--- config.mk ---
export PLATFORM = sky130hd
export DESIGN_NAME = cdsc_top
export DESIGN_NICKNAME = d
export VERILOG_FILES = /design/src/cdsc_pkg.sv /design/src/cdsc_top.sv
export SDC_FILE = /design/constraint.sdc
export NUM_CORES = 1
export LEC_CHECK = 0
export BUFFER_PORTS_ARGS = -buffer_cell sky130_fd_sc_hd__buf_2
export CAP_MARGIN = 15
export CORE_AREA = 2 2 78 88
export CTS_CLUSTER_SIZE = 40
export DETAILED_ROUTE_END_ITERATION = 6
export DIE_AREA = 0 0 80 90
export GPL_ROUTABILITY_DRIVEN = 0
export PLACE_DENSITY = 0.77
export SYNTH_ARGS = -nofsm -noshare
export SYNTH_HDL_FRONTEND = slang
export SYNTH_SLANG_ARGS = --single-unit
--- constraint.sdc ---
create_clock -name CLK_IN -period 3.5 [get_ports CLK_IN]
set_input_delay 0.7 -clock CLK_IN [delete_from_list [all_inputs] [get_ports CLK_IN]]
set_output_delay 0.7 -clock CLK_IN [all_outputs]
set_load 0.01 [all_outputs]
--- src/cdsc_pkg.sv ---
// Package for the clock divide and sleep control block
package cdsc_pkg;
    // Register indices on the plain port
    localparam logic [3:0] ADDR_DIVISOR = 4'h0;
    localparam logic [3:0] ADDR_OSCCTL = 4'h1;
    localparam logic [3:0] ADDR_PSCTL = 4'h2;
    localparam logic [3:0] ADDR_STATUS = 4'h3;
    // Divisor register fields
    localparam int RECOVER_BIT = 15;
    localparam int DOZE_HI = 14;
    localparam int DOZE_LO = 12;
    localparam int REDUCE_EN_BIT = 11;
    localparam int FAST_RC_HI = 10;
    localparam int FAST_RC_LO = 8;
    localparam logic [15:0] DIVISOR_RESET = 16'h3040;
    localparam logic [15:0] DIVISOR_WMASK = 16'hffdf;
    // Oscillator control fields
    localparam int NEWSRC_HI = 10;
    localparam int NEWSRC_LO = 8;
    localparam int COSC_HI = 14;
    localparam int COSC_LO = 12;
    localparam int LOCK_BIT = 7;
    localparam logic [2:0] OSC_RESET = 3'h7;
    // Power-save control fields
    localparam int PS_OPERAND_BIT = 0;
    localparam int WDT_EN_BIT = 1;
    localparam logic [15:0] REG_ZERO = 16'h0000;
    localparam logic [7:0] CNT_ZERO = 8'h00;
    localparam logic [7:0] CNT_ONE = 8'h01;

    typedef enum logic [1:0] {
        PM_RUN,
        PM_IDLE,
        PM_SLEEP
    } cdsc_mode_t;

    // Clock gate and pulse outputs that travel together
    typedef struct packed {
        logic cpu_en;
        logic periph_en;
        logic sysclk_on;
        logic osc_on;
        logic lp_rc_on;
        logic monitor_on;
        logic wdt_clr;
        logic switch_req;
    } cdsc_ctl_t;
endpackage

--- src/cdsc_top.sv ---
// Clock divide, doze and sleep/idle sequencing
//
// The placing of the registers and strobed register access are this design's own decisions.
`timescale 1ns/1ns
module cdsc_top #(
    parameter int RC_STAGES = 8
) (
    input wire logic CLK_IN, // System clock, 20 MHz
    input wire logic SYS_RST_IN, // Any reset source, high
    input wire logic POR_IN, // Power-on reset, high
    input wire logic [3:0] ADDR_IN, // Register index
    input wire logic [15:0] WDATA_IN, // Write data
    input wire logic WR_IN, // Write strobe
    input wire logic RD_IN, // Read strobe
    input wire logic PWR_SAVE_IN, // Power-save instruction executed
    input wire logic IRQ_IN, // Enabled interrupt pending, async
    input wire logic WDT_TO_IN, // Watchdog time-out, async
    input wire logic FAST_RC_EN_IN, // Fast RC oscillator tick enable
    output logic [15:0] RDATA_OUT, // Read data, cycle after strobe
    output logic CPU_EN_OUT, // CPU clock enable
    output logic PERIPH_EN_OUT, // Peripheral clock enable
    output logic SYSCLK_ON_OUT, // System clock source running
    output logic OSC_ON_OUT, // On-chip oscillator running
    output logic LP_RC_ON_OUT, // Low-power RC running
    output logic MONITOR_ON_OUT, // Fail-safe monitor active
    output logic WDT_CLR_OUT, // Watchdog clear pulse
    output logic SWITCH_REQ_OUT, // Clock switch request pulse
    output logic [2:0] CLK_SRC_OUT, // Selected clock source
    output logic FAST_RC_DIV_OUT // Postscaled fast RC tick
);
    // Synchronisers for pin inputs
    logic irq_s1;
    logic irq_s2;
    logic wdt_s1;
    logic wdt_s2;
    always_ff @(posedge CLK_IN)
    begin
        irq_s1 <= IRQ_IN;
        irq_s2 <= irq_s1;
        wdt_s1 <= WDT_TO_IN;
        wdt_s2 <= wdt_s1;
    end

    logic wake;
    assign wake = irq_s2 | wdt_s2;

    // Register state
    logic [15:0] divisor;
    logic [15:0] next_divisor;
    logic [2:0] new_src;
    logic [2:0] next_new_src;
    logic [2:0] cosc;
    logic [2:0] next_cosc;
    logic lock;
    logic next_lock;
    logic wdt_en;
    logic next_wdt_en;
    logic [15:0] rdata;
    logic [15:0] next_rdata;
    logic sw_req;
    logic next_sw_req;
    cdsc_pkg::cdsc_mode_t mode;
    cdsc_pkg::cdsc_mode_t next_mode;
    logic [2:0] sleep_src;
    logic [2:0] next_sleep_src;
    logic wdt_clr;
    logic next_wdt_clr;

    // Register writes, interrupt recovery, mode sequencing
    always_comb
    begin
        next_divisor = divisor;
        next_new_src = new_src;
        next_cosc = cosc;
        next_lock = lock;
        next_wdt_en = wdt_en;
        next_sw_req = 1'b0;
        next_mode = mode;
        next_sleep_src = sleep_src;
        next_wdt_clr = 1'b0;
        if (WR_IN && ADDR_IN == cdsc_pkg::ADDR_DIVISOR)
        begin
            next_divisor = WDATA_IN & cdsc_pkg::DIVISOR_WMASK;
        end
        if (divisor[cdsc_pkg::RECOVER_BIT] && irq_s2)
        begin
            next_divisor[cdsc_pkg::REDUCE_EN_BIT] = 1'b0;
        end
        if (WR_IN && ADDR_IN == cdsc_pkg::ADDR_OSCCTL)
        begin
            if (!lock)
            begin
                next_new_src = WDATA_IN[cdsc_pkg::NEWSRC_HI:cdsc_pkg::NEWSRC_LO];
                next_cosc = WDATA_IN[cdsc_pkg::NEWSRC_HI:cdsc_pkg::NEWSRC_LO];
                next_sw_req = 1'b1;
            end
            next_lock = lock | WDATA_IN[cdsc_pkg::LOCK_BIT];
        end
        if (WR_IN && ADDR_IN == cdsc_pkg::ADDR_PSCTL)
        begin
            next_wdt_en = WDATA_IN[cdsc_pkg::WDT_EN_BIT];
        end
        case (mode)
            cdsc_pkg::PM_RUN:
            begin
                if (PWR_SAVE_IN)
                begin
                    if (WDATA_IN[cdsc_pkg::PS_OPERAND_BIT])
                    begin
                        next_mode = cdsc_pkg::PM_SLEEP;
                        next_sleep_src = cosc;
                        next_wdt_clr = wdt_en;
                    end
                    else
                    begin
                        next_mode = cdsc_pkg::PM_IDLE;
                    end
                end
            end
            cdsc_pkg::PM_IDLE,
            cdsc_pkg::PM_SLEEP:
            begin
                if (wake)
                begin
                    next_mode = cdsc_pkg::PM_RUN;
                    if (mode == cdsc_pkg::PM_SLEEP)
                    begin
                        next_cosc = sleep_src;
                    end
                end
            end
            default:
            begin
                next_mode = cdsc_pkg::PM_RUN;
            end
        endcase
    end

    // divisor kept across non power-on resets
    always_ff @(posedge CLK_IN)
    begin
        if (POR_IN)
        begin
            divisor <= cdsc_pkg::DIVISOR_RESET;
        end
        else
        begin
            divisor <= next_divisor;
        end
    end

    always_ff @(posedge CLK_IN)
    begin
        if (SYS_RST_IN || POR_IN)
        begin
            new_src <= cdsc_pkg::OSC_RESET;
            cosc <= cdsc_pkg::OSC_RESET;
            lock <= 1'b0;
            wdt_en <= 1'b0;
            sw_req <= 1'b0;
            mode <= cdsc_pkg::PM_RUN;
            sleep_src <= cdsc_pkg::OSC_RESET;
            wdt_clr <= 1'b0;
        end
        else
        begin
            new_src <= next_new_src;
            cosc <= next_cosc;
            lock <= next_lock;
            wdt_en <= next_wdt_en;
            sw_req <= next_sw_req;
            mode <= next_mode;
            sleep_src <= next_sleep_src;
            wdt_clr <= next_wdt_clr;
        end
    end

    // Read mux, data in the following cycle
    always_comb
    begin
        next_rdata = cdsc_pkg::REG_ZERO;
        if (RD_IN)
        begin
            case (ADDR_IN)
                cdsc_pkg::ADDR_DIVISOR: next_rdata = divisor;
                cdsc_pkg::ADDR_OSCCTL:
                begin
                    next_rdata[cdsc_pkg::COSC_HI:cdsc_pkg::COSC_LO] = cosc;
                    next_rdata[cdsc_pkg::NEWSRC_HI:cdsc_pkg::NEWSRC_LO] = new_src;
                    next_rdata[cdsc_pkg::LOCK_BIT] = lock;
                end
                cdsc_pkg::ADDR_PSCTL: next_rdata[cdsc_pkg::WDT_EN_BIT] = wdt_en;
                cdsc_pkg::ADDR_STATUS: next_rdata[1:0] = mode;
                default: next_rdata = cdsc_pkg::REG_ZERO;
            endcase
        end
    end

    always_ff @(posedge CLK_IN)
    begin
        if (SYS_RST_IN || POR_IN)
        begin
            rdata <= cdsc_pkg::REG_ZERO;
        end
        else
        begin
            rdata <= next_rdata;
        end
    end

    // Doze counter: ratio latched at a CPU clock boundary; clearing the reduce enable drops it at once
    logic [7:0] doze_cnt;
    logic [7:0] next_doze_cnt;
    logic [7:0] doze_lim;
    logic [7:0] next_doze_lim;
    logic cpu_tick;
    always_comb
    begin
        next_doze_cnt = doze_cnt + cdsc_pkg::CNT_ONE;
        next_doze_lim = doze_lim;
        cpu_tick = 1'b0;
        if (doze_cnt >= doze_lim)
        begin
            next_doze_cnt = cdsc_pkg::CNT_ZERO;
            cpu_tick = 1'b1;
            if (divisor[cdsc_pkg::REDUCE_EN_BIT])
            begin
                next_doze_lim = 8'((9'h001 << divisor[cdsc_pkg::DOZE_HI:cdsc_pkg::DOZE_LO]) - 9'h001);
            end
            else
            begin
                next_doze_lim = cdsc_pkg::CNT_ZERO;
            end
        end
        if (!divisor[cdsc_pkg::REDUCE_EN_BIT] && doze_lim != cdsc_pkg::CNT_ZERO)
        begin
            next_doze_cnt = cdsc_pkg::CNT_ZERO;
            next_doze_lim = cdsc_pkg::CNT_ZERO;
        end
    end

    // Fast RC postscaler
    logic [RC_STAGES-1:0] rc_cnt;
    logic [RC_STAGES-1:0] next_rc_cnt;
    logic rc_tick;
    always_comb
    begin
        next_rc_cnt = rc_cnt;
        rc_tick = 1'b0;
        if (FAST_RC_EN_IN)
        begin
            next_rc_cnt = rc_cnt + RC_STAGES'(1);
            if (rc_cnt >= RC_STAGES'((9'h001 << divisor[cdsc_pkg::FAST_RC_HI:cdsc_pkg::FAST_RC_LO]) - 9'h001))
            begin
                next_rc_cnt = '0;
                rc_tick = 1'b1;
            end
        end
    end

    always_ff @(posedge CLK_IN)
    begin
        if (SYS_RST_IN || POR_IN)
        begin
            doze_cnt <= cdsc_pkg::CNT_ZERO;
            doze_lim <= cdsc_pkg::CNT_ZERO;
            rc_cnt <= '0;
        end
        else
        begin
            doze_cnt <= next_doze_cnt;
            doze_lim <= next_doze_lim;
            rc_cnt <= next_rc_cnt;
        end
    end

    // Gate outputs from mode and divider state
    cdsc_pkg::cdsc_ctl_t ctl;
    cdsc_pkg::cdsc_ctl_t next_ctl;
    logic next_rc_out;
    logic rc_out;
    always_comb
    begin
        next_ctl.cpu_en = (next_mode == cdsc_pkg::PM_RUN) && cpu_tick;
        next_ctl.periph_en = next_mode != cdsc_pkg::PM_SLEEP;
        next_ctl.sysclk_on = next_mode != cdsc_pkg::PM_SLEEP;
        next_ctl.osc_on = next_mode != cdsc_pkg::PM_SLEEP;
        next_ctl.lp_rc_on = next_wdt_en || next_mode != cdsc_pkg::PM_SLEEP;
        next_ctl.monitor_on = next_mode != cdsc_pkg::PM_SLEEP;
        next_ctl.wdt_clr = next_wdt_clr;
        next_ctl.switch_req = next_sw_req;
        next_rc_out = rc_tick && next_mode != cdsc_pkg::PM_SLEEP;
    end

    always_ff @(posedge CLK_IN)
    begin
        if (SYS_RST_IN || POR_IN)
        begin
            ctl <= '0;
            rc_out <= 1'b0;
        end
        else
        begin
            ctl <= next_ctl;
            rc_out <= next_rc_out;
        end
    end

    assign RDATA_OUT = rdata;
    assign CPU_EN_OUT = ctl.cpu_en;
    assign PERIPH_EN_OUT = ctl.periph_en;
    assign SYSCLK_ON_OUT = ctl.sysclk_on;
    assign OSC_ON_OUT = ctl.osc_on;
    assign LP_RC_ON_OUT = ctl.lp_rc_on;
    assign MONITOR_ON_OUT = ctl.monitor_on;
    assign WDT_CLR_OUT = ctl.wdt_clr;
    assign SWITCH_REQ_OUT = ctl.switch_req;
    assign CLK_SRC_OUT = cosc;
    assign FAST_RC_DIV_OUT = rc_out;
endmodule

# Yosys cells after proc, flatten, opt, wreduce, memory -nomap -nowiden
# Cells that the tools add are included.
[classes]
add_sub_neg = 4
order_cmp = 2
n_eq_ne = 6
shifts = 2
n_mux = 20
bitwise_logic = 9
reduce_logical = 24
[op_table]
columns = ["operator", "n"]
rows = [
  ["adder 8 x 1 -> 8 bit (second input constant)", 2],
  [">= comparator 8 bit", 2],
  ["2-to-1 mux 8 bit", 2],
  ["<< shifter 1 x 3 -> 8 bit (first input constant)", 2],
  ["subtractor 8 x 1 -> 8 bit (second input constant)", 2],
  ["2-to-1 mux 3 bit", 5],
  ["OR reduction 2 bit", 5],
  ["equality test 4 x 2 -> 1 bit (second input constant)", 2],
  ["case mux 4 bit (2 select lines)", 1],
  ["nonzero test 8 bit", 1],
  ["logical AND 1 bit", 7],
  ["inverter 1 bit", 7],
  ["2-to-1 mux 2 bit", 3],
  ["case mux 3 bit (2 select lines)", 1],
  ["OR reduction 3 bit", 2],
  ["2-to-1 mux 1 bit", 5],
  ["equality test 4 x 1 -> 1 bit (second input constant)", 1],
  ["zero test 2 bit", 2],
  ["zero test 4 bit", 1],
  ["case mux 2 bit (2 select lines)", 1],
  ["OR reduction 4 bit", 1],
  ["case mux 1 bit (3 select lines)", 1],
  ["AND reduction 3 bit", 1],
  ["equality test 2 x 1 -> 1 bit (second input constant)", 1],
  ["other kinds (7)", 9],
]
[totals]
regBits = 77
out_inout_bits = 28
word_cells = 90

# Depth between registers and ports, before layout
[logic_depth]
ltp_word = 6
mapped_depth = 14
mapped_depth_nobuf = 12

# Least setup slack after synthesis
# OpenSTA, ideal clock, no wires.
[synth_timing]
path_kind = "reg-to-reg"
from = "register divisor[8]"
to = "register rc_cnt[2]"
setup_time_ns = 0.120
t_arrival_ns = 2.654
setup_slack_ns = 0.726
path_stages_with_launch = 13
n_path_buf = 2
synth_period_minus_slack_ns = 2.774
path_cell_list = "dfxtp_1 > clkbuf_1 > or3_1 > ha_1 > buf_1 > xor2_1 > nor2_1 > a21oi_1 > ha_1 > nand4_1 > o31ai_1 > nor3_1 > o31a_1"
[synth_between]
elab_chain_cells = 4
[synth_rtl]
columns = ["element", "line", "text"]
rows = [
  ["start: declaration", "cdsc_top.sv:48", "logic [15:0] divisor;"],
  ["start signal: assignment", "cdsc_top.sv:144", "divisor <= cdsc_pkg::DIVISOR_RESET;"],
  ["start signal: assignment", "cdsc_top.sv:148", "divisor <= next_divisor;"],
  ["<< shifter 1 x 3 -> 8 bit", "cdsc_top.sv:253", "if (rc_cnt >= RC_STAGES'((9'h001 << divisor[cdsc_pkg::FAST_RC_HI:cdsc_pkg::FAST_RC_LO]) - 9'h001))"],
  ["subtractor 8 x 1 -> 8 bit", "cdsc_top.sv:253", ""],
  [">= comparator 8 bit", "cdsc_top.sv:253", ""],
  ["2-to-1 mux 8 bit", "cdsc_top.sv:253", ""],
  ["end signal: assignment", "cdsc_top.sv:273", "rc_cnt <= next_rc_cnt;"],
  ["end: declaration", "cdsc_top.sv:243", "logic [RC_STAGES-1:0] rc_cnt;"],
]
# Every way passes these cells.
# A chain may end at the register's enable or synchronous reset.

# Worst setup path in the final report
[layout_timing]
from = "register divisor[8]"
to = "register rc_cnt[1]"
# The elaborated chain is that of the path after synthesis.

==> impl_metrics.json <==
{
  "h-tree-depth": 3,
  "synth_xor_area_frac": 0.0311,
  "synth_area_sq_mm": 0.00338,
  "crit_required_ns": 3.78,
  "r2r_end": "rc_cnt[1]$_SDFFE_PP0P_",
  "synth_top_family_by_area": "simple AND/OR/NAND/NOR gates",
  "synth.net_count": 426,
  "crit_fanout": 8,
  "drc": 0,
  "finalHoldViolCount": 0,
  "via_count": 2671,
  "syn2layout_area_growth_pct": 13.2,
  "ant_nets": 0,
  "synth_top_flop_cell": "dfxtp_1",
  "final_max_slew_viol_count": 0,
  "powerDensity_mw_per_mm2": 413,
  "hold_ws_ns": 0.330,
  "cts_tree": "yes",
  "die_w_microns": 80,
  "crit_type": "reg2reg",
  "start_util": 0.532,
  "fill_cells": 588,
  "synth_seq_area_share": 0.456,
  "rr_worst_depth": 12,
  "synth-warning-count": 0,
  "die_h_microns": 90,
  "multiInputGateArea_sq_mm": 0.00166,
  "critPathMaxStageDelay_ns": 0.43,
  "cts-resized-gates": 0,
  "dieArea_sq_mm": 0.00720,
  "crit_chain": "or3_1 -> ha_1 -> xor2_1 -> nor2_1 -> a21oi_1 -> ha_1 -> nand2_1 -> o21a_1 -> o31ai_1 -> buf_4 -> or3_1 -> a21oi_1",
  "regToRegStartpoint": "divisor[8]$_SDFFE_PP0P_",
  "coreArea_sq_mm": 0.00636,
  "n_antenna_cell": 0,
  "power.leakage_nw": 1.62,
  "cp_slowest_cell": "or3_1",
  "finalCritPeriodShare": 0.764,
  "ys_types": 51,
  "fin_crit_ns": 2.67,
  "io_buffer_count": 54,
  "synth_compound_area_frac": 0.132,
  "gr-usage-all-layers": 0.200,
  "startpoint": "divisor[8]$_SDFFE_PP0P_",
  "drt-initial-drc-count": 198,
  "startpoint_type": "flop",
  "antenna_found_initial": 0,
  "grt_max_degree": 18,
  "grt_pass1_wl_microns": 11300,
  "status": "finished clean",
  "synth-edff-count": 0,
  "synth_cells": 375,
  "gr-total-overflow": 0,
  "post_drt_wl_per_cell_microns": 13.4,
  "hp-class": "reg2reg",
  "p_total_mw": 1.58,
  "ys_seq_elements": 77,
  "final_util": 0.602,
  "clk_pin_slew_worst_paths_ns": 0.09,
  "cp-endpoint": "rc_cnt[1]$_SDFFE_PP0P_",
  "root_buffer": "clkbuf_8",
  "crit_path_end_kind": "flop",
  "insertion_delay_ns": 0.35,
  "cts.sink_count": 77,
  "dp_hpwl_microns": 4870,
  "max-slew-margin-rel": 0.376,
  "synth.avg_cell_area_sq_um": 9.02,
  "max_cap_viol_count": 0,
  "skew_ns": 0.0109,
  "setup_viol": 0,
  "ios": 57,
  "hold_start": "wdt_s1$_DFF_P_",
  "worst_pin_slew_ns": 0.931,
  "synth-adder-area-share": 0.0814,
  "max_freq_ghz": 0.374,
  "holdBufCountCts": 0,
  "cts_buffers": 9,
  "viasPerCell": 5.26,
  "grt_setup_unrepaired": "false",
  "synth-simple-area-share": 0.206,
  "crit_arrival_ns": 2.96,
  "final_nets": 472,
  "drt_wl_total_microns": 6820,
  "cts.path.max_buffers": 2,
  "detail_route.first_pass.iterations": 4,
  "ff_latch_area_sq_mm": 0.00154,
  "peakVddDrop_v": 0.000203,
  "row_count": 31,
  "drive_above_1_share": 0.197,
  "r2r_slack_ns": 0.83,
  "first_global_vias": 2473,
  "ys_async_sr_fraction": 0,
  "setup_tns_ns": 0,
  "synthMuxAreaShare": 0.0370,
  "post_cts_buffers": 0
}
-- cell usage after synthesis (2+ instances only) --
master	n	area, sq um
and3_1	2	12.5
nand4b_1	2	17.5
inv_1	20	75.1
nand3_1	13	65.1
buf_6	2	22.5
o21ai_0	5	25.0
ha_1	22	275
mux2_2	4	45.0
nor3_1	9	45.0
nor4_1	2	12.5
nand4_1	3	18.8
nand2_1	47	176
o21a_1	3	22.5
and2_1	8	50.1
buf_1	2	7.51
dfxtp_1	77	1540
clkbuf_1	8	30.0
a21oi_1	31	155
a22o_1	7	61.3
nand3b_1	3	22.5
conb_1	2	7.51
or3_1	5	31.3
buf_4	4	30.0
a21o_1	4	30.0
or2_2	2	12.5
nand2b_1	2	12.5
buf_2	4	20.0
nor3b_1	2	15.0
a211oi_1	3	22.5
nor2_1	37	139
xor2_1	7	61.3
a2111oi_0	2	17.5
mux2i_1	8	80.1
xnor2_1	5	43.8
nor2b_1	2	12.5
-- power breakdown --
group,internal (mW),switching (mW),leakage (nW)
clock,0.259,0.341,0.0856
combinational,0.0379,0.0508,0.906
sequential,0.886,0.00815,0.624
-- registers in the layout (all words and copies together), names as in the netlist, 2 cells and up --
signal,cells
mode,2
CLK_SRC_OUT,3
sleep_src,3
doze_cnt,8
RDATA_OUT,15
rc_cnt,8
doze_lim,8
new_src,3
divisor,15
-- worst max-delay path, delay by kind of cell, from the launching register on --
family | cells | cell delay, ns
XOR/XNOR | 1 | 0.17
buffers and inverters | 1 | 0.17
AO/OA/AOI/OAI | 4 | 0.38
flip-flops | 1 | 0.40
AND/OR/NAND/NOR | 4 | 0.90
adder cells (fa/ha/maj) | 2 | 0.58
-- metal layers --
metal / vias to the layer above / GRT usage / part of all wire
met4: 0 / 0.0805 / 0.015
met2: 73 / 0.322 / 0.48
met1: 1222 / 0.261 / 0.45
met5: - / 0 / 0
li1: 1368 / - / -
met3: 8 / 0.0371 / 0.053
-- per-stage QoR --
stage,worst slack (ns),cell area [sq um],cells
after global routing,0.620,3830,508
after detailed placement,0.840,3650,492
after global placement,0.919,3650,492
after floorplan,0.726,3380,375
after CTS,0.828,3830,508
final,0.827,3830,508
-- logic make-up after synthesis --
group	Yosys count
and+or+nand+nor	144
DFF	77
AOI/OAI and AO/OA	66
buffers and inverters	40
adders and majority gates	22
xor gates and xnor gates	12
muxes	12
other	2
-- cell type report --
class,instances,share of cell area
multi-input cells,258,0.433
repair buffers,55,0.0725
well taps,82,0.0268
inverters,20,0.0196
flip-flops and latches,77,0.403
clock inverters,7,0.0134
clock buffers,9,0.0324
-- worst min-delay path by stage --
| stage | endpoint | slack, ns | cells after the start |
|---|---|---|---|
| 4_1_cts | wdt_s2$_DFF_P_ | 0.33 | 0 |
| 3_3_place_gp | wdt_s2$_DFF_P_ | 0.31 | 0 |
| 5_1_grt | wdt_s2$_DFF_P_ | 0.35 | 0 |
| 3_5_place_dp | wdt_s2$_DFF_P_ | 0.31 | 0 |
| 6_report | wdt_s2$_DFF_P_ | 0.33 | 0 |
| 2_1_floorplan | irq_s2$_DFF_P_ | 0.31 | 0 |
-- cell usage in the layout, fill, tap and decap left out, drive strengths merged, types with 4 or more instances in the layout --
master  instances
dfxtp          77
buf            55
nand2          47
nor2           39
a21oi          31
ha             22
inv            21
nand3          13
nor3           10
clkbuf          9
mux2i           8
and2            8
xor2            7
a22o            7
or3             5
xnor2           5
o21ai           5
a21o            4
mux2            4
clkinv          4
Power figures use the tool's default switching activity.
